==> config.mk <==
export PLATFORM = sky130hd
export DESIGN_NAME = rfdt_top
export DESIGN_NICKNAME = d
export VERILOG_FILES = /design/src/rtl/rfdt_pkg.sv /design/src/rtl/rfdt_ratio_meter.sv /design/src/rtl/rfdt_sync.sv /design/src/rtl/rfdt_top.sv
export SDC_FILE = /design/constraint.sdc
export NUM_CORES = 1
export LEC_CHECK = 0
export BUFFER_PORTS_ARGS = -buffer_cell sky130_fd_sc_hd__buf_2
export CAP_MARGIN = 20
export CORE_MARGIN = 2
export CORE_UTILIZATION = 25
export CTS_BUF_LIST = sky130_fd_sc_hd__clkbuf_16
export CTS_CLUSTER_DIAMETER = 40
export CTS_CLUSTER_SIZE = 16
export DETAILED_ROUTE_END_ITERATION = 8
export SYNTH_ARGS = -nofsm -noshare
export SYNTH_HDL_FRONTEND = slang
export SYNTH_SLANG_ARGS = --single-unit
==> constraint.sdc <==
create_clock -name clk -period 7.4 [get_ports clk]
set_input_delay 0.74 -clock clk [delete_from_list [all_inputs] [get_ports clk]]
set_output_delay 0.74 -clock clk [all_outputs]
set_load 0.01 [all_outputs]
==> src/rtl/rfdt_pkg.sv <==
// Shared constants for the RF driver timing and configuration block
package rfdt_pkg;
    localparam int ADDR_W = 12;
    localparam int DATA_W = 32;
    localparam int REG_W = 8;

    // Register indices, two spaces; byte address is the space base plus four times the index
    localparam logic [7:0] IDX_TIMING = 8'h29;
    localparam logic [7:0] IDX_THRESH = 8'h2A;
    localparam logic [7:0] IDX_RESAM = 8'h2A;
    localparam logic [7:0] IDX_RESAM_EN = 8'h2B;
    localparam logic [7:0] IDX_STATUS = 8'h2C;
    localparam logic [11:0] SPACE_A_BASE = 12'h000;
    localparam logic [11:0] SPACE_B_BASE = 12'h400;
    localparam logic [11:0] ADDR_THRESH = SPACE_A_BASE + {2'h0, IDX_THRESH, 2'h0};
    localparam logic [11:0] ADDR_TIMING = SPACE_B_BASE + {2'h0, IDX_TIMING, 2'h0};
    localparam logic [11:0] ADDR_RESAM = SPACE_B_BASE + {2'h0, IDX_RESAM, 2'h0};
    localparam logic [11:0] ADDR_RESAM_EN =
        SPACE_B_BASE + {2'h0, IDX_RESAM_EN, 2'h0};
    localparam logic [11:0] ADDR_STATUS = SPACE_B_BASE + {2'h0, IDX_STATUS, 2'h0};

    // Reset values
    localparam logic [7:0] RST_TIMING = 8'h7C;
    localparam logic [7:0] RST_THRESH = 8'h33;
    localparam logic [7:0] RST_RESAM = 8'h00;
    localparam logic [7:0] RST_RESAM_EN = 8'h00;

    // Field positions
    localparam int TGT_HI = 7;
    localparam int TGT_LO = 4;
    localparam int MAN_BIT = 3;
    localparam int MCODE_HI = 2;
    localparam int PEER_HI = 6;
    localparam int PEER_LO = 4;
    localparam int COLL_HI = 3;
    localparam int MINNOV_BIT = 7;
    localparam int RCODE_HI = 6;
    localparam int RESAM_EN_BIT = 0;

    // Driver transient speeds, slowest first
    localparam logic [2:0] SPD_SLOW = 3'h0;
    localparam logic [2:0] SPD_MED_SLOW = 3'h1;
    localparam logic [2:0] SPD_MED_FAST = 3'h3;
    localparam logic [2:0] SPD_FAST = 3'h4;
    localparam logic [2:0] SPD_LAST = 3'h4;
    localparam logic [3:0] MAX_PERIODS = 4'hA;

    localparam logic [1:0] RESP_OKAY = 2'h0;
    localparam logic [1:0] RESP_DECERR = 2'h3;

    typedef enum logic [1:0] {S_IDLE, S_SETTLE, S_MEASURE} rfdt_state_e;
endpackage

==> src/rtl/rfdt_ratio_meter.sv <==
// Measures one RF period against summed non-overlap time
module rfdt_ratio_meter #(
    parameter int CNT_W = 8
) (
    input wire logic clk,
    input wire logic srst,
    input wire logic rf_level,
    input wire logic nonov_level,
    input wire logic [3:0] target,
    output logic meas_valid,
    output logic below_target
);
    localparam logic [CNT_W-1:0] CNT_MAX = {CNT_W{1'b1}};
    logic rf_d;
    logic [CNT_W-1:0] period_cnt;
    logic [CNT_W-1:0] nonov_cnt;
    logic [CNT_W+3:0] scaled_nonov;
    logic rf_rise;

    // Narrower counters saturate inside one RF period
    if (CNT_W < 4)
    begin : g_cnt_w_check
        $error("rfdt_ratio_meter: CNT_W must be at least 4");
    end

    assign rf_rise = rf_level & ~rf_d;
    // Multiply instead of divide; widths hold the full product
    assign scaled_nonov = {4'h0, nonov_cnt} * {{CNT_W{1'b0}}, target};

    always_ff @(posedge clk)
    begin
        if (srst)
        begin
            rf_d <= 1'b0;
            period_cnt <= '0;
            nonov_cnt <= '0;
            meas_valid <= 1'b0;
            below_target <= 1'b0;
        end
        else
        begin
            rf_d <= rf_level;
            meas_valid <= rf_rise && (period_cnt != '0);
            if (rf_rise)
            begin
                // Ratio below target: period < target * non-overlap
                below_target <= {4'h0, period_cnt} < scaled_nonov;
                period_cnt <= {{(CNT_W-1){1'b0}}, 1'b1};
                nonov_cnt <= {{(CNT_W-1){1'b0}}, nonov_level};
            end
            else
            begin
                if (period_cnt != CNT_MAX)
                    period_cnt <= period_cnt + 1'b1;
                // Both edges' non-overlap intervals add up here
                if (nonov_level && nonov_cnt != CNT_MAX)
                    nonov_cnt <= nonov_cnt + 1'b1;
            end
        end
    end
endmodule

==> src/rtl/rfdt_sync.sv <==
// Two-flop synchroniser for asynchronous pin levels
module rfdt_sync #(
    parameter int WIDTH = 2
) (
    input wire logic clk,
    input wire logic srst,
    input wire logic [WIDTH-1:0] async_in,
    output logic [WIDTH-1:0] sync_out
);
    if (WIDTH < 1)
    begin : g_width_check
        $error("rfdt_sync: WIDTH must be at least 1");
    end

    genvar i;
    generate
        for (i = 0; i < WIDTH; i++)
        begin : g_bit
            logic meta;
            always_ff @(posedge clk)
            begin
                if (srst)
                begin
                    meta <= 1'b0;
                    sync_out[i] <= 1'b0;
                end
                else
                begin
                    meta <= async_in[i];
                    sync_out[i] <= meta;
                end
            end
        end
    endgenerate
endmodule

==> src/rtl/rfdt_top.sv <==
// RF driver timing, field threshold and resistive AM register block
// Overview of operation
// - Auto search steps slow to fast until target
// - Five speed steps, at most ten RF periods
// - Ratio is RF period over total non-overlap
// - Bits 7:4 hold ratio target, reset 0111
// - Bit 3 picks auto or manual, reset 1
// - Manual code maps slow to fast, reset 100
// - Threshold register holds peer and collision fields
// - Bit 7 selects minimum non-overlap, reset 0
// - Bits 6:0 give modulated resistance code, reset 0
// - Resistance code applies only when enable set
module rfdt_top
#(
    parameter int CNT_W = 8
) (
    input wire logic clk,
    input wire logic srst,
    input wire logic [rfdt_pkg::ADDR_W-1:0] s_axi_awaddr,
    input wire logic s_axi_awvalid,
    output logic s_axi_awready,
    input wire logic [rfdt_pkg::DATA_W-1:0] s_axi_wdata,
    input wire logic [3:0] s_axi_wstrb,
    input wire logic s_axi_wvalid,
    output logic s_axi_wready,
    output logic [1:0] s_axi_bresp,
    output logic s_axi_bvalid,
    input wire logic s_axi_bready,
    input wire logic [rfdt_pkg::ADDR_W-1:0] s_axi_araddr,
    input wire logic s_axi_arvalid,
    output logic s_axi_arready,
    output logic [rfdt_pkg::DATA_W-1:0] s_axi_rdata,
    output logic [1:0] s_axi_rresp,
    output logic s_axi_rvalid,
    input wire logic s_axi_rready,
    input wire logic driver_enable,
    input wire logic rf_carrier_pin,
    input wire logic nonoverlap_pin,
    output logic [2:0] drv_speed,
    output logic search_busy,
    output logic min_nonoverlap_select,
    output logic [6:0] resam_resistance_code,
    output logic resam_active,
    output logic [2:0] peer_detect_threshold,
    output logic [3:0] collision_avoid_threshold
);
    import rfdt_pkg::*;

    logic [7:0] timing_reg;
    logic [7:0] thresh_reg;
    logic [7:0] resam_reg;
    logic [7:0] resam_en_reg;
    logic aw_held;
    logic w_held;
    logic [ADDR_W-1:0] aw_addr;
    logic [7:0] w_byte;
    logic w_lane0;
    logic do_write;
    logic wr_hit;
    logic [7:0] rd_byte;
    logic rd_hit;
    logic [1:0] pins_sync;
    logic meas_valid;
    logic below_target;
    rfdt_state_e state;
    logic [2:0] auto_step;
    logic [3:0] period_cnt;
    logic en_d;
    logic search_start;
    logic [2:0] next_speed;

    assign do_write = aw_held && w_held && !s_axi_bvalid;
    assign wr_hit = aw_addr == ADDR_TIMING || aw_addr == ADDR_THRESH ||
        aw_addr == ADDR_RESAM || aw_addr == ADDR_RESAM_EN ||
        aw_addr == ADDR_STATUS;

    // Address and data accepted in either order
    always_ff @(posedge clk)
    begin
        if (srst)
        begin
            aw_held <= 1'b0;
            w_held <= 1'b0;
            aw_addr <= '0;
            w_byte <= 8'h00;
            w_lane0 <= 1'b0;
            s_axi_awready <= 1'b0;
            s_axi_wready <= 1'b0;
            s_axi_bvalid <= 1'b0;
            s_axi_bresp <= RESP_OKAY;
        end
        else
        begin
            s_axi_awready <= !aw_held && !s_axi_awready && !do_write;
            s_axi_wready <= !w_held && !s_axi_wready && !do_write;
            if (s_axi_awvalid && s_axi_awready)
            begin
                aw_held <= 1'b1;
                aw_addr <= s_axi_awaddr;
            end
            if (s_axi_wvalid && s_axi_wready)
            begin
                w_held <= 1'b1;
                w_byte <= s_axi_wdata[7:0];
                w_lane0 <= s_axi_wstrb[0];
            end
            if (do_write)
            begin
                aw_held <= 1'b0;
                w_held <= 1'b0;
                s_axi_bvalid <= 1'b1;
                s_axi_bresp <= wr_hit ? RESP_OKAY : RESP_DECERR;
            end
            else if (s_axi_bvalid && s_axi_bready)
                s_axi_bvalid <= 1'b0;
        end
    end

    // Status is read only; writes to it are accepted and dropped
    always_ff @(posedge clk)
    begin
        if (srst)
        begin
            timing_reg <= RST_TIMING;
            thresh_reg <= RST_THRESH;
            resam_reg <= RST_RESAM;
            resam_en_reg <= RST_RESAM_EN;
        end
        else if (do_write && w_lane0)
        begin
            if (aw_addr == ADDR_TIMING)
                timing_reg <= w_byte;
            if (aw_addr == ADDR_THRESH)
                thresh_reg <= {1'b0, w_byte[6:0]};
            if (aw_addr == ADDR_RESAM)
                resam_reg <= w_byte;
            if (aw_addr == ADDR_RESAM_EN)
                resam_en_reg <= {7'h00, w_byte[RESAM_EN_BIT]};
        end
    end

    always_comb
    begin
        rd_hit = 1'b1;
        rd_byte = 8'h00;
        unique case (s_axi_araddr)
            ADDR_TIMING: rd_byte = timing_reg;
            ADDR_THRESH: rd_byte = thresh_reg;
            ADDR_RESAM: rd_byte = resam_reg;
            ADDR_RESAM_EN: rd_byte = resam_en_reg;
            ADDR_STATUS: rd_byte = {1'b0, drv_speed, search_busy, auto_step};
            default: rd_hit = 1'b0;
        endcase
    end

    always_ff @(posedge clk)
    begin
        if (srst)
        begin
            s_axi_arready <= 1'b0;
            s_axi_rvalid <= 1'b0;
            s_axi_rdata <= '0;
            s_axi_rresp <= RESP_OKAY;
        end
        else if (s_axi_arvalid && s_axi_arready)
        begin
            s_axi_arready <= 1'b0;
            s_axi_rvalid <= 1'b1;
            s_axi_rdata <= {24'h000000, rd_byte};
            s_axi_rresp <= rd_hit ? RESP_OKAY : RESP_DECERR;
        end
        else if (s_axi_rvalid)
        begin
            if (s_axi_rready)
                s_axi_rvalid <= 1'b0;
        end
        else
            s_axi_arready <= 1'b1;
    end

    rfdt_sync #(
        .WIDTH(2)
    ) u_sync (
        .clk(clk),
        .srst(srst),
        .async_in({nonoverlap_pin, rf_carrier_pin}),
        .sync_out(pins_sync)
    );

    rfdt_ratio_meter #(
        .CNT_W(CNT_W)
    ) u_meter (
        .clk(clk),
        .srst(srst),
        .rf_level(pins_sync[0]),
        .nonov_level(pins_sync[1]),
        .target(timing_reg[TGT_HI:TGT_LO]),
        .meas_valid(meas_valid),
        .below_target(below_target)
    );

    // Retarget also restarts the search while the driver runs
    assign search_start = driver_enable &&
        (!en_d || (do_write && w_lane0 && aw_addr == ADDR_TIMING));

    // First period of each step is discarded: the driver settles
    always_ff @(posedge clk)
    begin
        if (srst)
        begin
            state <= S_IDLE;
            auto_step <= SPD_SLOW;
            period_cnt <= 4'h0;
            search_busy <= 1'b0;
            en_d <= 1'b0;
        end
        else
        begin
            en_d <= driver_enable;
            if (!driver_enable)
            begin
                state <= S_IDLE;
                search_busy <= 1'b0;
            end
            else if (search_start)
            begin
                state <= S_SETTLE;
                auto_step <= SPD_SLOW;
                period_cnt <= 4'h0;
                search_busy <= 1'b1;
            end
            else if (meas_valid)
            begin
                unique case (state)
                    S_IDLE: state <= S_IDLE;
                    S_SETTLE:
                    begin
                        state <= S_MEASURE;
                        period_cnt <= period_cnt + 4'h1;
                    end
                    S_MEASURE:
                    begin
                        period_cnt <= period_cnt + 4'h1;
                        if (below_target && auto_step != SPD_LAST)
                        begin
                            auto_step <= auto_step + 3'h1;
                            state <= S_SETTLE;
                        end
                        else
                        begin
                            state <= S_IDLE;
                            search_busy <= 1'b0;
                        end
                    end
                endcase
            end
        end
    end

    always_comb
    begin
        next_speed = auto_step;
        if (timing_reg[MAN_BIT])
        begin
            casez (timing_reg[MCODE_HI:0])
                3'b000: next_speed = SPD_SLOW;
                3'b001: next_speed = SPD_MED_SLOW;
                3'b011: next_speed = SPD_MED_FAST;
                3'b1??: next_speed = SPD_FAST;
                default: next_speed = SPD_MED_SLOW;
            endcase
        end
    end

    always_ff @(posedge clk)
    begin
        if (srst)
        begin
            drv_speed <= SPD_FAST;
            min_nonoverlap_select <= 1'b0;
            resam_resistance_code <= 7'h00;
            resam_active <= 1'b0;
            peer_detect_threshold <= RST_THRESH[PEER_HI:PEER_LO];
            collision_avoid_threshold <= RST_THRESH[COLL_HI:0];
        end
        else
        begin
            drv_speed <= next_speed;
            min_nonoverlap_select <= resam_reg[MINNOV_BIT];
            resam_active <= resam_en_reg[RESAM_EN_BIT];
            resam_resistance_code <= resam_en_reg[RESAM_EN_BIT] ?
                resam_reg[RCODE_HI:0] : 7'h00;
            peer_detect_threshold <= thresh_reg[PEER_HI:PEER_LO];
            collision_avoid_threshold <= thresh_reg[COLL_HI:0];
        end
    end
endmodule
==> results of run 1 <==
-- cell usage after synthesis, types with 10 or more instances --
| library cell | instances | area [sq um] |
|---|---|---|
| sky130_fd_sc_hd__nand2b_1 | 11 | 68.8 |
| sky130_fd_sc_hd__nand2_1 | 68 | 255 |
| sky130_fd_sc_hd__buf_4 | 27 | 203 |
| sky130_fd_sc_hd__a21oi_1 | 39 | 195 |
| sky130_fd_sc_hd__nor3_1 | 13 | 65.1 |
| sky130_fd_sc_hd__clkbuf_1 | 16 | 60.1 |
| sky130_fd_sc_hd__xor2_1 | 10 | 87.6 |
| sky130_fd_sc_hd__mux2i_1 | 24 | 240 |
| sky130_fd_sc_hd__dfxtp_1 | 111 | 2220 |
| sky130_fd_sc_hd__and2_1 | 34 | 213 |
| sky130_fd_sc_hd__fa_1 | 12 | 240 |
| sky130_fd_sc_hd__ha_1 | 30 | 375 |
| sky130_fd_sc_hd__o21ai_0 | 10 | 50.1 |
| sky130_fd_sc_hd__nor2b_1 | 22 | 138 |
| sky130_fd_sc_hd__nor2_1 | 63 | 236 |
| sky130_fd_sc_hd__inv_1 | 34 | 128 |
-- kinds of logic after synthesis --
family / after synthesis
AOI/OAI and AO/OA: 103
xor gates and xnor gates: 16
adders and majority gates: 42
buffers and inverters: 78
DFF: 111
muxes: 25
other: 1
and+or+nand+nor: 256
-- worst paths after layout --
kind	from	endpoint	slack, ns	cells past startpoint
max	timing_reg[7]	u_meter.below_target	3.39	14
max reg2reg	timing_reg[7]	u_meter.below_target	3.39	14
min	u_sync.g_bit[1].meta	u_sync.sync_out[1]	0.45	1
min reg2reg	u_sync.g_bit[1].meta	u_sync.sync_out[1]	0.45	1
-- where the power goes --
part | internal (mW) | total [mW] | switching, mW
clock | 0.246 | 0.504 | 0.258
sequential | 0.611 | 0.624 | 0.0137
combinational | 0.0325 | 0.0817 | 0.0492
-- layout by cell type (no fill, tap or decap), drive strengths merged, types with 2 or more instances in the layout --
| master | instances |
|---|---|
| and3 | 6 |
| a21o | 7 |
| conb | 24 |
| mux2i | 24 |
| nor2 | 64 |
| clkbuf | 9 |
| o21ai | 10 |
| a21oi | 39 |
| clkinv | 5 |
| nor4b | 4 |
| fa | 12 |
| xor2 | 10 |
| nor4 | 3 |
| a221o | 6 |
| nor3 | 14 |
| nor2b | 22 |
| or3 | 4 |
| dfxtp | 111 |
| a31oi | 4 |
| buf | 81 |
| ha | 30 |
| nand2 | 68 |
| nand3b | 4 |
| and2 | 34 |
| nand4 | 6 |
| a211o | 9 |
| o21a | 2 |
| a211oi | 3 |
| nand2b | 11 |
| nand3 | 8 |
| a22oi | 9 |
| xnor2 | 6 |
| inv | 36 |
| or2 | 4 |
-- per-stage QoR --
step / hold WS, ns / setup slack, ns
after floorplan: 0.414 / 3.67
after global placement: 0.431 / 3.45
after detailed placement: 0.430 / 3.41
after CTS: 0.456 / 3.39
after global routing: 0.475 / 3.20
final: 0.450 / 3.39
-- metal layers --
layer	GRT usage (%)	routed length, microns	vias up
met5	0	0	-
met4	3.60	230	0
met3	2.77	437	12
met2	17.9	6000	72
met1	15.0	6330	2048
li1	-	-	2242
-- layout make-up --
class	count	area, sq um	area share, %
clock buffer	9	225	3.44
multi-input combinational	466	3110	47.6
timing repair buffer	81	410	6.27
clock inverter	7	96.3	1.47
tap	280	350	5.35
inverter	34	128	1.95
sequential	111	2220	34.0
==> results, run 1 <==
- The clock tree root driver cell is sky130_fd_sc_hd__clkbuf_16.
- In the finished design, the share of the clock period the worst path needs comes to 54.2%.
- Counting the buffers created by CTS gives 9.
- The fraction of the core area covered by cells at the end of the flow is 29.8%.
- The die span in x is 154 microns.
- After synthesis, the largest family of logic cells by area is simple AND/OR/NAND/NOR gates.
- The design area is about 0.0065 sq mm.
- The synthesized netlist devotes 2.48% of its cell area to XOR and XNOR gates.
- The portion of netlist area occupied by mux cells is 4.46%.
- STA puts the critical path data required time at 7.65 ns.
- The synthesized-area fraction occupied by adder cells is 10.9%.
- At the end of the flow, the number of nets in the layout was 815.
- TritonCTS built the clock tree.
- In this run the standard cell core region covers 0.0220 sq mm.
- Among cell families on the critical path, the largest total delay comes from adder cells.
- The flow ran to the end, and the final reports show no timing, DRC or antenna violations.
- The overall track demand over capacity in global routing is 11.2%.
- The predominant post-synthesis flop cell is sky130_fd_sc_hd__dfxtp_1.
- Entering global routing, the biggest net connects 87 pins.
- STA classifies the critical path endpoint as a register.
- The placer congestion estimate is 0.785.
- The simple-gate share of the synthesized area is 22.8%.
- Summing every instance area after synthesis gives about 0.0056 sq mm.
- The critical path class is reg -> reg.
- In the final timing run, aggregate negative setup slack is 0 ns.
- After the first detailed-routing iteration, the DRC count stood at 195.
- Compared with the post-synthesis result, the final layout area differs by 16.0%.
- The worst setup skew after layout is about 0.013 ns.
- The number of hold buffers added after cts is 0.
- The mean area per synthesized cell is 8.93 sq um.
- The path category of the worst min-delay check is reg -> reg.
- The part of the Yosys area used for sequential elements is between 30% and 40%.
- Once detail routing completed, the nets flagged for antenna violations numbered 0.
- The total inserted antenna cells is 0.
- Synthesis produced 632 cells.
- Across the run, the number of max-cap violations was 0.
- The wire length of the first global-routing pass is 21,300 microns.
- For this design the ratio of total power to cell area is around 180 mW/mm^2.
- The count of endpoints failing hold in the final timing report is 0.
- Setup repair after global routing left no endpoint under its margin.
- The clock net sink count is 111.
- After global routing the overflow that remains totals 0.
- The synthesized design contains 0 enable-type register cells.
- The total detailed-routing wirelength is around 13,000 microns.
- For the worst-skew pair, the clock arrives at the later sink with an insertion delay of 0.37 ns.
- The slowest cell on the critical path is sky130_fd_sc_hd__fa_1.
- The maximum vdd drop is ~0.13 mV.
- The highest fanout seen on the critical path is 10.
- The count of port buffers added during placement is 79.
- Setup violations remaining at the end of the flow were counted as 0.
- The static power due to leakage is 2.83 nW.
- Based on the critical path, the design can be clocked at up to 249 MHz.
- The startpoint kind of the worst setup timing path is a register.
- The H-tree was split into 3 levels.
- The share of the synthesized area in compound gates (AO/OA/AOI/OAI) is about an eighth.
- For this run, the number of standard cells in the final layout without fillers is 988.
- In the routed design, unresolved DRC markers number 0.
- The sum of buffers and inverters on the critical path is 2.
- The synthesized design contains 111 register bits.
- Power comes to between 1 and 1.5 mW.
- The register with the most flip-flops in the layout has 12 of them.
- Headroom to the max-slew limit came out at around two fifths.
- Measured along the y axis, the die boundary spans 154 microns.
- The minimum period implied by the final worst setup slack is 4.01 ns.
- In this run the deepest clock path goes through 2 buffers.
- Using the TritonRoute via totals, the vias-per-cell ratio works out to 4.43.
- The number of global-route vias before repair was 4,150.
- The final-report max-slew violation count is 0.
- The number of setup buffers added after CTS is 0.
- The standard cell area after detailed placement is 0.00622 sq mm.
- The post-detailed-placement half-perimeter wirelength is approximately 10000 microns.
- The first TritonRoute pass finished after 5 iterations.
- The row count is 54.
- The largest single stage delay on the critical path is around 0.53 ns.
- The filler cell count in the final layout is 2,346.
- The arrival time at the worst endpoint is 4.26 ns.
- The number of distinct library cells after synthesis is 58.
- The initial antenna violation count is 0.
- The transition at the pin with the smallest max-transition slack is around 0.9 ns.
- The final route contains around 4,400 vias.
- The number of gates resized after CTS was 0.
- Traced cell by cell, the critical path runs through and2_1, fa_1, inv_1, fa_1, inv_1, ha_1, a21o_1, a221oi_2, xor2_1, ha_1, o2111ai_1, o21ai_0, nand4b_1, o41a_1.
- The clock slew seen by the registers of the worst setup and hold paths is 0.08 ns.
- For this run, asynchronously set or reset flops after synthesis account for 0%.
- For this design the top-level I/O count stands at 131.
- In the final routed layout, each cell accounts on average for 13.2 microns.
- The die covers ~0.024 sq mm.
- The most flop-heavy register is aw_addr.
- The total number of yosys warnings is 0.
- The initial core utilization is 25.7%.
- The post-route netlist has around 16% of its cells at a drive strength greater than 1.
- In this run, placement finished with an instance count of roughly 1,000.
Note: power is estimated with default switching activity, not from simulation.
==> run 2: changes to the inputs <==
Clock period 7.4 ns to 3.83 ns, I/O delays scaled along.
==> results, run 2 (synthesis results as in run 1) <==
- The fraction of the core area covered by cells at the end of the flow came to 30.4% (+0.62 points).
- The per-cell routed wire length was 13.4 microns (+2.0%).
- The critical path goes through and2_1, fa_1, inv_1, fa_1, inv_1, ha_4, a21o_1, a221oi_2, buf_4, buf_4, nor2_2, o41ai_4, xnor2_1, o41a_1.
- The stage delay of the slowest cell on the critical path is 0.54 ns (about the same).
- The transition at the pin with the smallest max-transition slack is 0.836 ns (-0.0874 ns).
- The height of the chip is 154 microns (unchanged).
- The maximum number of buffers from clock root to sink came to 2 (unchanged).
- The switching power summed over all nets was 0.584 mW (+82%).
- The internal portion of total power is 1.70 mW (+91%).
- The clock insertion delay at the later pin of the skew report is 0.35 ns (-0.02 ns).
- In this run the worst setup path terminates at u_meter.below_target.
- The number of placed I/O pins is 131 (unchanged).
- The static power due to leakage is 2.89 nW (+2.1%).
- The number of setup violations in the final report is 0 (unchanged).
- The number of buffers created by CTS is 9 (unchanged).
- The endpoint identified for the worst register-to-register timing path is u_meter.below_target.
- The source of the critical timing path is timing_reg[7].
- The highest fanout seen on the critical path is 5 (-5).
- The initial antenna violation count was 0 (unchanged).
- The total power divided by cell area was 341 mW/mm^2 (+85%).
- The worst setup skew after layout came to 0.00611 ns (-0.00654 ns).
- The minimum period implied by the final worst setup slack is 3.69 ns (-0.321 ns).
- The standard cell core area is 0.0220 sq mm (unchanged).
- The count of port buffers added during placement is 79 (unchanged).
- The library cells used most frequently in the layout, excluding fill and tap cells, are sky130_fd_sc_hd__dfxtp_1, sky130_fd_sc_hd__buf_2, sky130_fd_sc_hd__nand2_1.
- The number of instances in the placed design was 987 (+1.5%).
- The initial core utilization is 25.7% (unchanged).
- The standard cell area after detailed placement came to 0.00633 sq mm (+1.8%).
- The critical path is of the reg -> reg type.
- STA classifies the critical path endpoint as a register.
- The filler cell count in the final layout is 2,341 (-0.21%).
- The clock slew seen by the registers of the worst setup and hold paths is 0.08 ns (about the same).
- The pin count of the biggest net entering global routing is 42 (-52%).
- The count of endpoints failing hold in the final timing report was 0 (unchanged).
- Leaving out fill and tap cells, the most frequent cell in the layout is sky130_fd_sc_hd__dfxtp_1.
- The number of antenna-violating nets in the routed design was 0 (unchanged).
- The row count was 54 (unchanged).
- The setup slack of the critical path after layout is 0.143 ns (-3.25 ns).
- TritonCTS built the clock tree.
- The die area is 0.0238 sq mm (unchanged).
- The number of flip-flops in the largest register is 12 (unchanged).
- The required time of the critical path came to 4.08 ns (-3.57 ns).
- The post-detailed-placement half-perimeter wirelength came to 10,200 microns (+4.1%).
- The area growth from synthesis to layout is 18.4%.
- The share of cells above drive strength 1 was 18.9% (+3.2 points).
- The final-report max-slew violation count came to 0 (unchanged).
- The violation count after the first detailed-route iteration is 289 (+48%).
- The arrival time at the worst endpoint is 3.93 ns (-0.33 ns).
- The depth of the worst hold-timing path is 2 (+1).
- The number of search-and-repair iterations in the first detailed-routing pass is 5 (unchanged).
- The die span in x is 154 microns (unchanged).
- The tree is rooted in a sky130_fd_sc_hd__clkbuf_16.
- The number of global-route vias before repair is 4,124 (-0.63%).
- The logic depth of the worst register-to-register path is 14 (unchanged).
- The number of levels in the clock H-tree is 3 (unchanged).
- The maximum vdd drop is 0.244 mV (+84%).
- The flow ran to the end, and the final reports show no timing, DRC or antenna violations.
- The max-cap check violation count is 0 (unchanged).
- The post-place setup slack is 0.0610 ns (-3.35 ns).
- The sequential group share of total power is 52.8% (+1.2 points).
- The total negative slack came to 0 ns (unchanged).
- The layout net count is 831 (+2.0%).
- The overall track demand over capacity in global routing is 11.2% (-0.078 points).
- The worst-case headroom to the max-slew limit is 43.8% (+5.7 points).
- The total inserted antenna cells is 0 (unchanged).
- The startpoint kind of the worst setup timing path is a register.
- The total power consumption of the routed design is 2.28 mW (+88%).
- The setup slack on the worst flop-to-flop path is 0.14 ns (-3.25 ns).
- The total overflow reported by the global router is 0 (unchanged).
- The via density per instance is 4.37 (-1.2%).
- The wire length of the first global-routing pass came to 21,200 microns (-0.52%).
- The final cell count without fillers came to 1,004 (+1.6%).
- The clock net sink count was 111 (unchanged).
- The worst hold slack after final layout came to 0.254 ns (-0.196 ns).
- The slowest stage of the critical path belongs to the cell sky130_fd_sc_hd__fa_1.
- The detailed-route DRC error count is 0 (unchanged).
- The total detailed-routing wirelength was 13,500 microns (+3.7%).
- The fraction of the cycle the final worst path needs is 96.3% (+42 points).
- The worst flop-to-flop path startpoint is timing_reg[7].
- The switching part of the total power came to 25.6% (-0.91 points).
- The most flop-heavy register is aw_addr.
- The relative contribution of combinational cells to total power was 7.2% (+0.4 points).
- The placer congestion estimate is 0.811 (+3.3%).
- The share of total power in the clock network is 40.0% (-1.6 points).
- The design area is 0.00668 sq mm (+2.1%).
- The count of vias placed by the detailed router was 4,391 (+0.39%).
- The achievable clock frequency is 271 MHz (+8.7%).
- The path category of the worst min-delay check is in -> reg.
-- run 2: worst max-delay path, delay by kind of cell (launching register included) --
kind	cells	cell delay [ns]
buf+inv	4	0.39
xor+xnor	1	0.11
compound gates	4	1.20
fa+ha+maj	3	1.30
simple gates	2	0.22
flops	1	0.36
-- run 2: metal layers --
| layer | share of wire, % | GRT usage [%] | vias up |
|---|---|---|---|
| met4 | 1.4 | 3.25 | 0 |
| met5 | 0 | 0 | - |
| met2 | 47 | 18.4 | 92 |
| met3 | 3.2 | 1.60 | 14 |
| met1 | 48 | 15.2 | 2018 |
| li1 | - | - | 2267 |
-- run 2: what timing repair did --
item | in CTS | in global routing
setup buffers | 0 | 1
gates resized for setup | 0 | 12
hold buffers | 0 | 0
endpoints found under the setup margin | 0 | 1
-- run 2: worst min path at each step --
stage | end | startpoint
final | u_sync.g_bit[1].meta | nonoverlap_pin
after global routing | aw_addr[6] | s_axi_awaddr[6]
after CTS | u_sync.g_bit[1].meta | nonoverlap_pin
after detailed placement | s_axi_wready | s_axi_wready
after global placement | u_sync.sync_out[0] | u_sync.g_bit[0].meta
after floorplan | u_sync.sync_out[0] | u_sync.g_bit[0].meta
-- run 2: power by group through the flow --
stage               logic, mW  clock network, mW  registers, mW
finish                  0.163              0.912           1.20
global route            0.186              0.981           1.21
CTS                     0.165              0.943           1.20
detailed placement      0.164                  0           1.23
global placement        0.162                  0           1.23
floorplan               0.121                  0           1.23
-- run 2: final cells by class --
class,count,area [sq um],area share [%]
tap,280,350,5.25
timing repair buffer,97,531,7.94
multi-input combinational,466,3160,47.3
clock inverter,7,55.1,0.824
sequential,111,2230,33.4
inverter,34,128,1.91
clock buffer,9,225,3.37
==> run 3: changes to the inputs <==
Settings changed: GPL_TIMING_DRIVEN set to 0, MAX_ROUTING_LAYER set to met4.
==> results, run 3 (synthesis results as in run 1) <==
- The run finished with clean final reports.
- The total detailed-routing wirelength is 14,000 microns (+4.2%).
- The number of setup violations in the final report was 0 (unchanged).
- The row count is 54 (unchanged).
- The number of levels in the clock H-tree was 3 (unchanged).
- The layout net count is 869 (+4.6%).
- The total overflow reported by the global router is 0 (unchanged).
- The number of global-route vias before repair is 4,247 (+3.0%).
- The setup slack on the worst flop-to-flop path was 0.09 ns (-0.05 ns).
- The placer congestion estimate is 0.800 (-1.4%).
- The die span in x was 154 microns (unchanged).
- The setup slack of the critical path after layout is 0.0884 ns (-0.0543 ns).
- The detailed-route DRC error count came to 0 (unchanged).
- The critical path class is reg -> reg.
- The share of cells above drive strength 1 came to 22.4% (+3.5 points).
- Walking the worst path, the cells encountered are and2_4, fa_1, inv_1, fa_1, inv_2, ha_4, nor2b_2, o31a_1, a21o_1, ha_4, o2111ai_1, o21ai_1, nand4b_1, o41a_1.
- The post-place setup slack is -0.245 ns (-0.307 ns).
- The worst flop-to-flop path startpoint is timing_reg[7].
- The number of search-and-repair iterations in the first detailed-routing pass is 4 (-1).
- The global routing met1 resource utilization is 15.9% (+0.62 points).
- The total inserted antenna cells is 0 (unchanged).
- Among all stages on the critical path, the largest delay is contributed by sky130_fd_sc_hd__fa_1.
- The sum of buffers and inverters on the critical path is 2 (-2).
- The initial core utilization is 25.7% (unchanged).
- The fraction of the core area covered by cells at the end of the flow is 31.8% (+1.4 points).
- The final-report max-slew violation count is 0 (unchanged).
- Leaving out fill and tap cells, the most frequent cell in the layout is sky130_fd_sc_hd__dfxtp_1.
- Compared with the post-synthesis result, the final layout area differs by 23.7%.
- The maximum number of buffers from clock root to sink is 2 (unchanged).
- The total power consumption of the routed design came to 2.35 mW (+3.1%).
- The number of flip-flops in the largest register is 12 (unchanged).
- The logic depth of the worst register-to-register path was 14 (unchanged).
- The worst-case headroom to the max-slew limit is 49.4% (+5.6 points).
- The arrival time at the worst endpoint came to 3.98 ns (+0.05 ns).
- The worst setup skew after layout is 0.0100 ns (+0.00391 ns).
- The met3 layer usage reported by global route is 2.13% (+0.53 points).
- The initial antenna violation count was 0 (unchanged).
- The post-detailed-placement half-perimeter wirelength is 10,700 microns (+4.9%).
- The violation count after the first detailed-route iteration is 215 (-26%).
- The fraction of the cycle the final worst path needs is 97.7% (+1.4 points).
- The clock net sink count came to 111 (unchanged).
- The end of the worst register-to-register path is u_meter.below_target.
- The number of placed I/O pins was 131 (unchanged).
- The final cell count without fillers is 1,042 (+3.8%).
- The depth of the worst hold-timing path is 2 (unchanged).
- The kind of cell with the highest combined delay along the critical path is adder cells.
- The count of endpoints failing hold in the final timing report is 0 (unchanged).
- The max-cap check violation count is 0 (unchanged).
- The number of instances in the placed design is 1,014 (+2.7%).
- Setup repair after global routing could not meet its margin everywhere.
- The worst setup path is launched from a register.
- The via density per instance is 4.35 (-0.47%).
- The height of the chip is 154 microns (unchanged).
- The total power divided by cell area came to 337 mW/mm^2 (-1.4%).
- The count of port buffers added during placement was 79 (unchanged).
- The highest fanout seen on the critical path is 8 (+3).
- The maximum vdd drop came to 0.317 mV (+30%).
- The category of the worst setup path capture point is a register.
- Ranked by flip-flop count, first place goes to aw_addr.
- The launch instance of the worst min-delay path is nonoverlap_pin.
- The static power due to leakage is 3.03 nW (+5.0%).
- The total negative slack is 0 ns (unchanged).
- The pin count of the biggest net entering global routing is 23 (-45%).
- The overall track demand over capacity in global routing is 12.1% (+0.91 points).
- The transition at the pin with the smallest max-transition slack is 0.753 ns (-0.0830 ns).
- The clock tree from TritonCTS is built.
- The per-cell routed wire length was 13.5 microns (+0.36%).
- The clock tree root driver cell is sky130_fd_sc_hd__clkbuf_16.
- The stage delay of the slowest cell on the critical path is 0.53 ns (about the same).
- The achievable clock frequency came to 267 MHz (-1.5%).
- The global routing's busiest layer is met2.
- The number of antenna-violating nets in the routed design came to 0 (unchanged).
- The met2 demand-to-capacity share in global routing was 19.3% (+0.92 points).
- The clock insertion delay at the later pin of the skew report is 0.36 ns (about the same).
- The wire length of the first global-routing pass came to 22,100 microns (+4.4%).
- The number of buffers created by CTS came to 9 (unchanged).
- The required time of the critical path is 4.07 ns (about the same).
- The die area came to 0.0238 sq mm (unchanged).
- The minimum period implied by the final worst setup slack came to 3.74 ns (+0.0543 ns).
- The clock slew seen by the registers of the worst setup and hold paths is 0.08 ns (about the same).
- Leaving out fill and tap cells, the most frequent cells in the layout are sky130_fd_sc_hd__dfxtp_1, sky130_fd_sc_hd__buf_2, sky130_fd_sc_hd__nand2_1.
- The hold-critical path endpoint is u_sync.g_bit[1].meta.
- The count of vias placed by the detailed router was 4,536 (+3.3%).
- The standard cell core area is 0.0220 sq mm (unchanged).
- The tightest min-delay check is of the in -> reg type.
run 3: cell types whose count changed in the layout (fill, tap and decap cells not counted), sizes merged:
| cell | before | now |
|---|---|---|
| buf | 97 | 120 |
| clkbuf | 9 | 24 |
| clkinvlp | 0 | 1 |
| inv | 37 | 36 |
run 3: final cells by class:
type | count | area, sq um
Clock buffer | 9 | 225
Clock inverter | 7 | 87.6
Sequential cell | 111 | 2240
Timing Repair Buffer | 92 | 490
Multi-Input combinational cell | 466 | 3190
Tap cell | 280 | 350
Buffer | 43 | 264
Fill cell | 2306 | 15000
Inverter | 34 | 128
run 3: per-stage QoR:
stage	instance area [sq um]	hold WS, ns
global route	6980	0.235
CTS	6820	0.224
global placement	6470	0.426
floorplan	5730	0.414
finish	6980	0.236
detailed placement	6470	0.432
run 3: worst max-delay path by stage:
stage / startpoint / cells past startpoint / end / slack (ns)
2_1_floorplan: u_meter.nonov_cnt[2] / 15 / u_meter.below_target / 0.1
3_3_place_gp: u_meter.nonov_cnt[2] / 15 / u_meter.below_target / -0.23
3_5_place_dp: u_meter.nonov_cnt[2] / 15 / u_meter.below_target / -0.25
4_1_cts: timing_reg[7] / 14 / u_meter.below_target / 0.007
5_1_grt: timing_reg[7] / 14 / u_meter.below_target / -0.04
6_report: timing_reg[7] / 14 / u_meter.below_target / 0.09
run 3: repair_timing:
item,CTS,global route
cloned,0,0
hold buffers,0,0
pin swaps,2,13
resized for setup,9,20
endpoints found under the setup margin,1,1
setup buffers,1,12
run 3: worst register-to-register path, stage by stage, from the launching register on:
cell and delay, ns:
sky130_fd_sc_hd__dfxtp_4 0.38, sky130_fd_sc_hd__and2_4 0.15, sky130_fd_sc_hd__fa_1 0.53, sky130_fd_sc_hd__inv_1 0.05
sky130_fd_sc_hd__fa_1 0.52, sky130_fd_sc_hd__inv_2 0.05, sky130_fd_sc_hd__ha_4 0.25, sky130_fd_sc_hd__nor2b_2 0.15
sky130_fd_sc_hd__o31a_1 0.29, sky130_fd_sc_hd__a21o_1 0.19, sky130_fd_sc_hd__ha_4 0.27, sky130_fd_sc_hd__o2111ai_1 0.10
sky130_fd_sc_hd__o21ai_1 0.17, sky130_fd_sc_hd__nand4b_1 0.13, sky130_fd_sc_hd__o41a_1 0.39
run 3: layer usage:
layer,vias up,routed length (microns)
met5,-,0
li1,2347,-
met3,7,524
met4,0,97
met1,2105,6890
met2,77,6520
run 3: report_power, final:
group / total [mW] / internal [mW] / switching (mW) / leakage [nW]
clock network: 0.956 / 0.469 / 0.487 / 0.148
logic: 0.191 / 0.0848 / 0.106 / 1.98
registers: 1.20 / 1.18 / 0.0265 / 0.904
total: 2.35 / 1.73 / 0.620 / 3.03
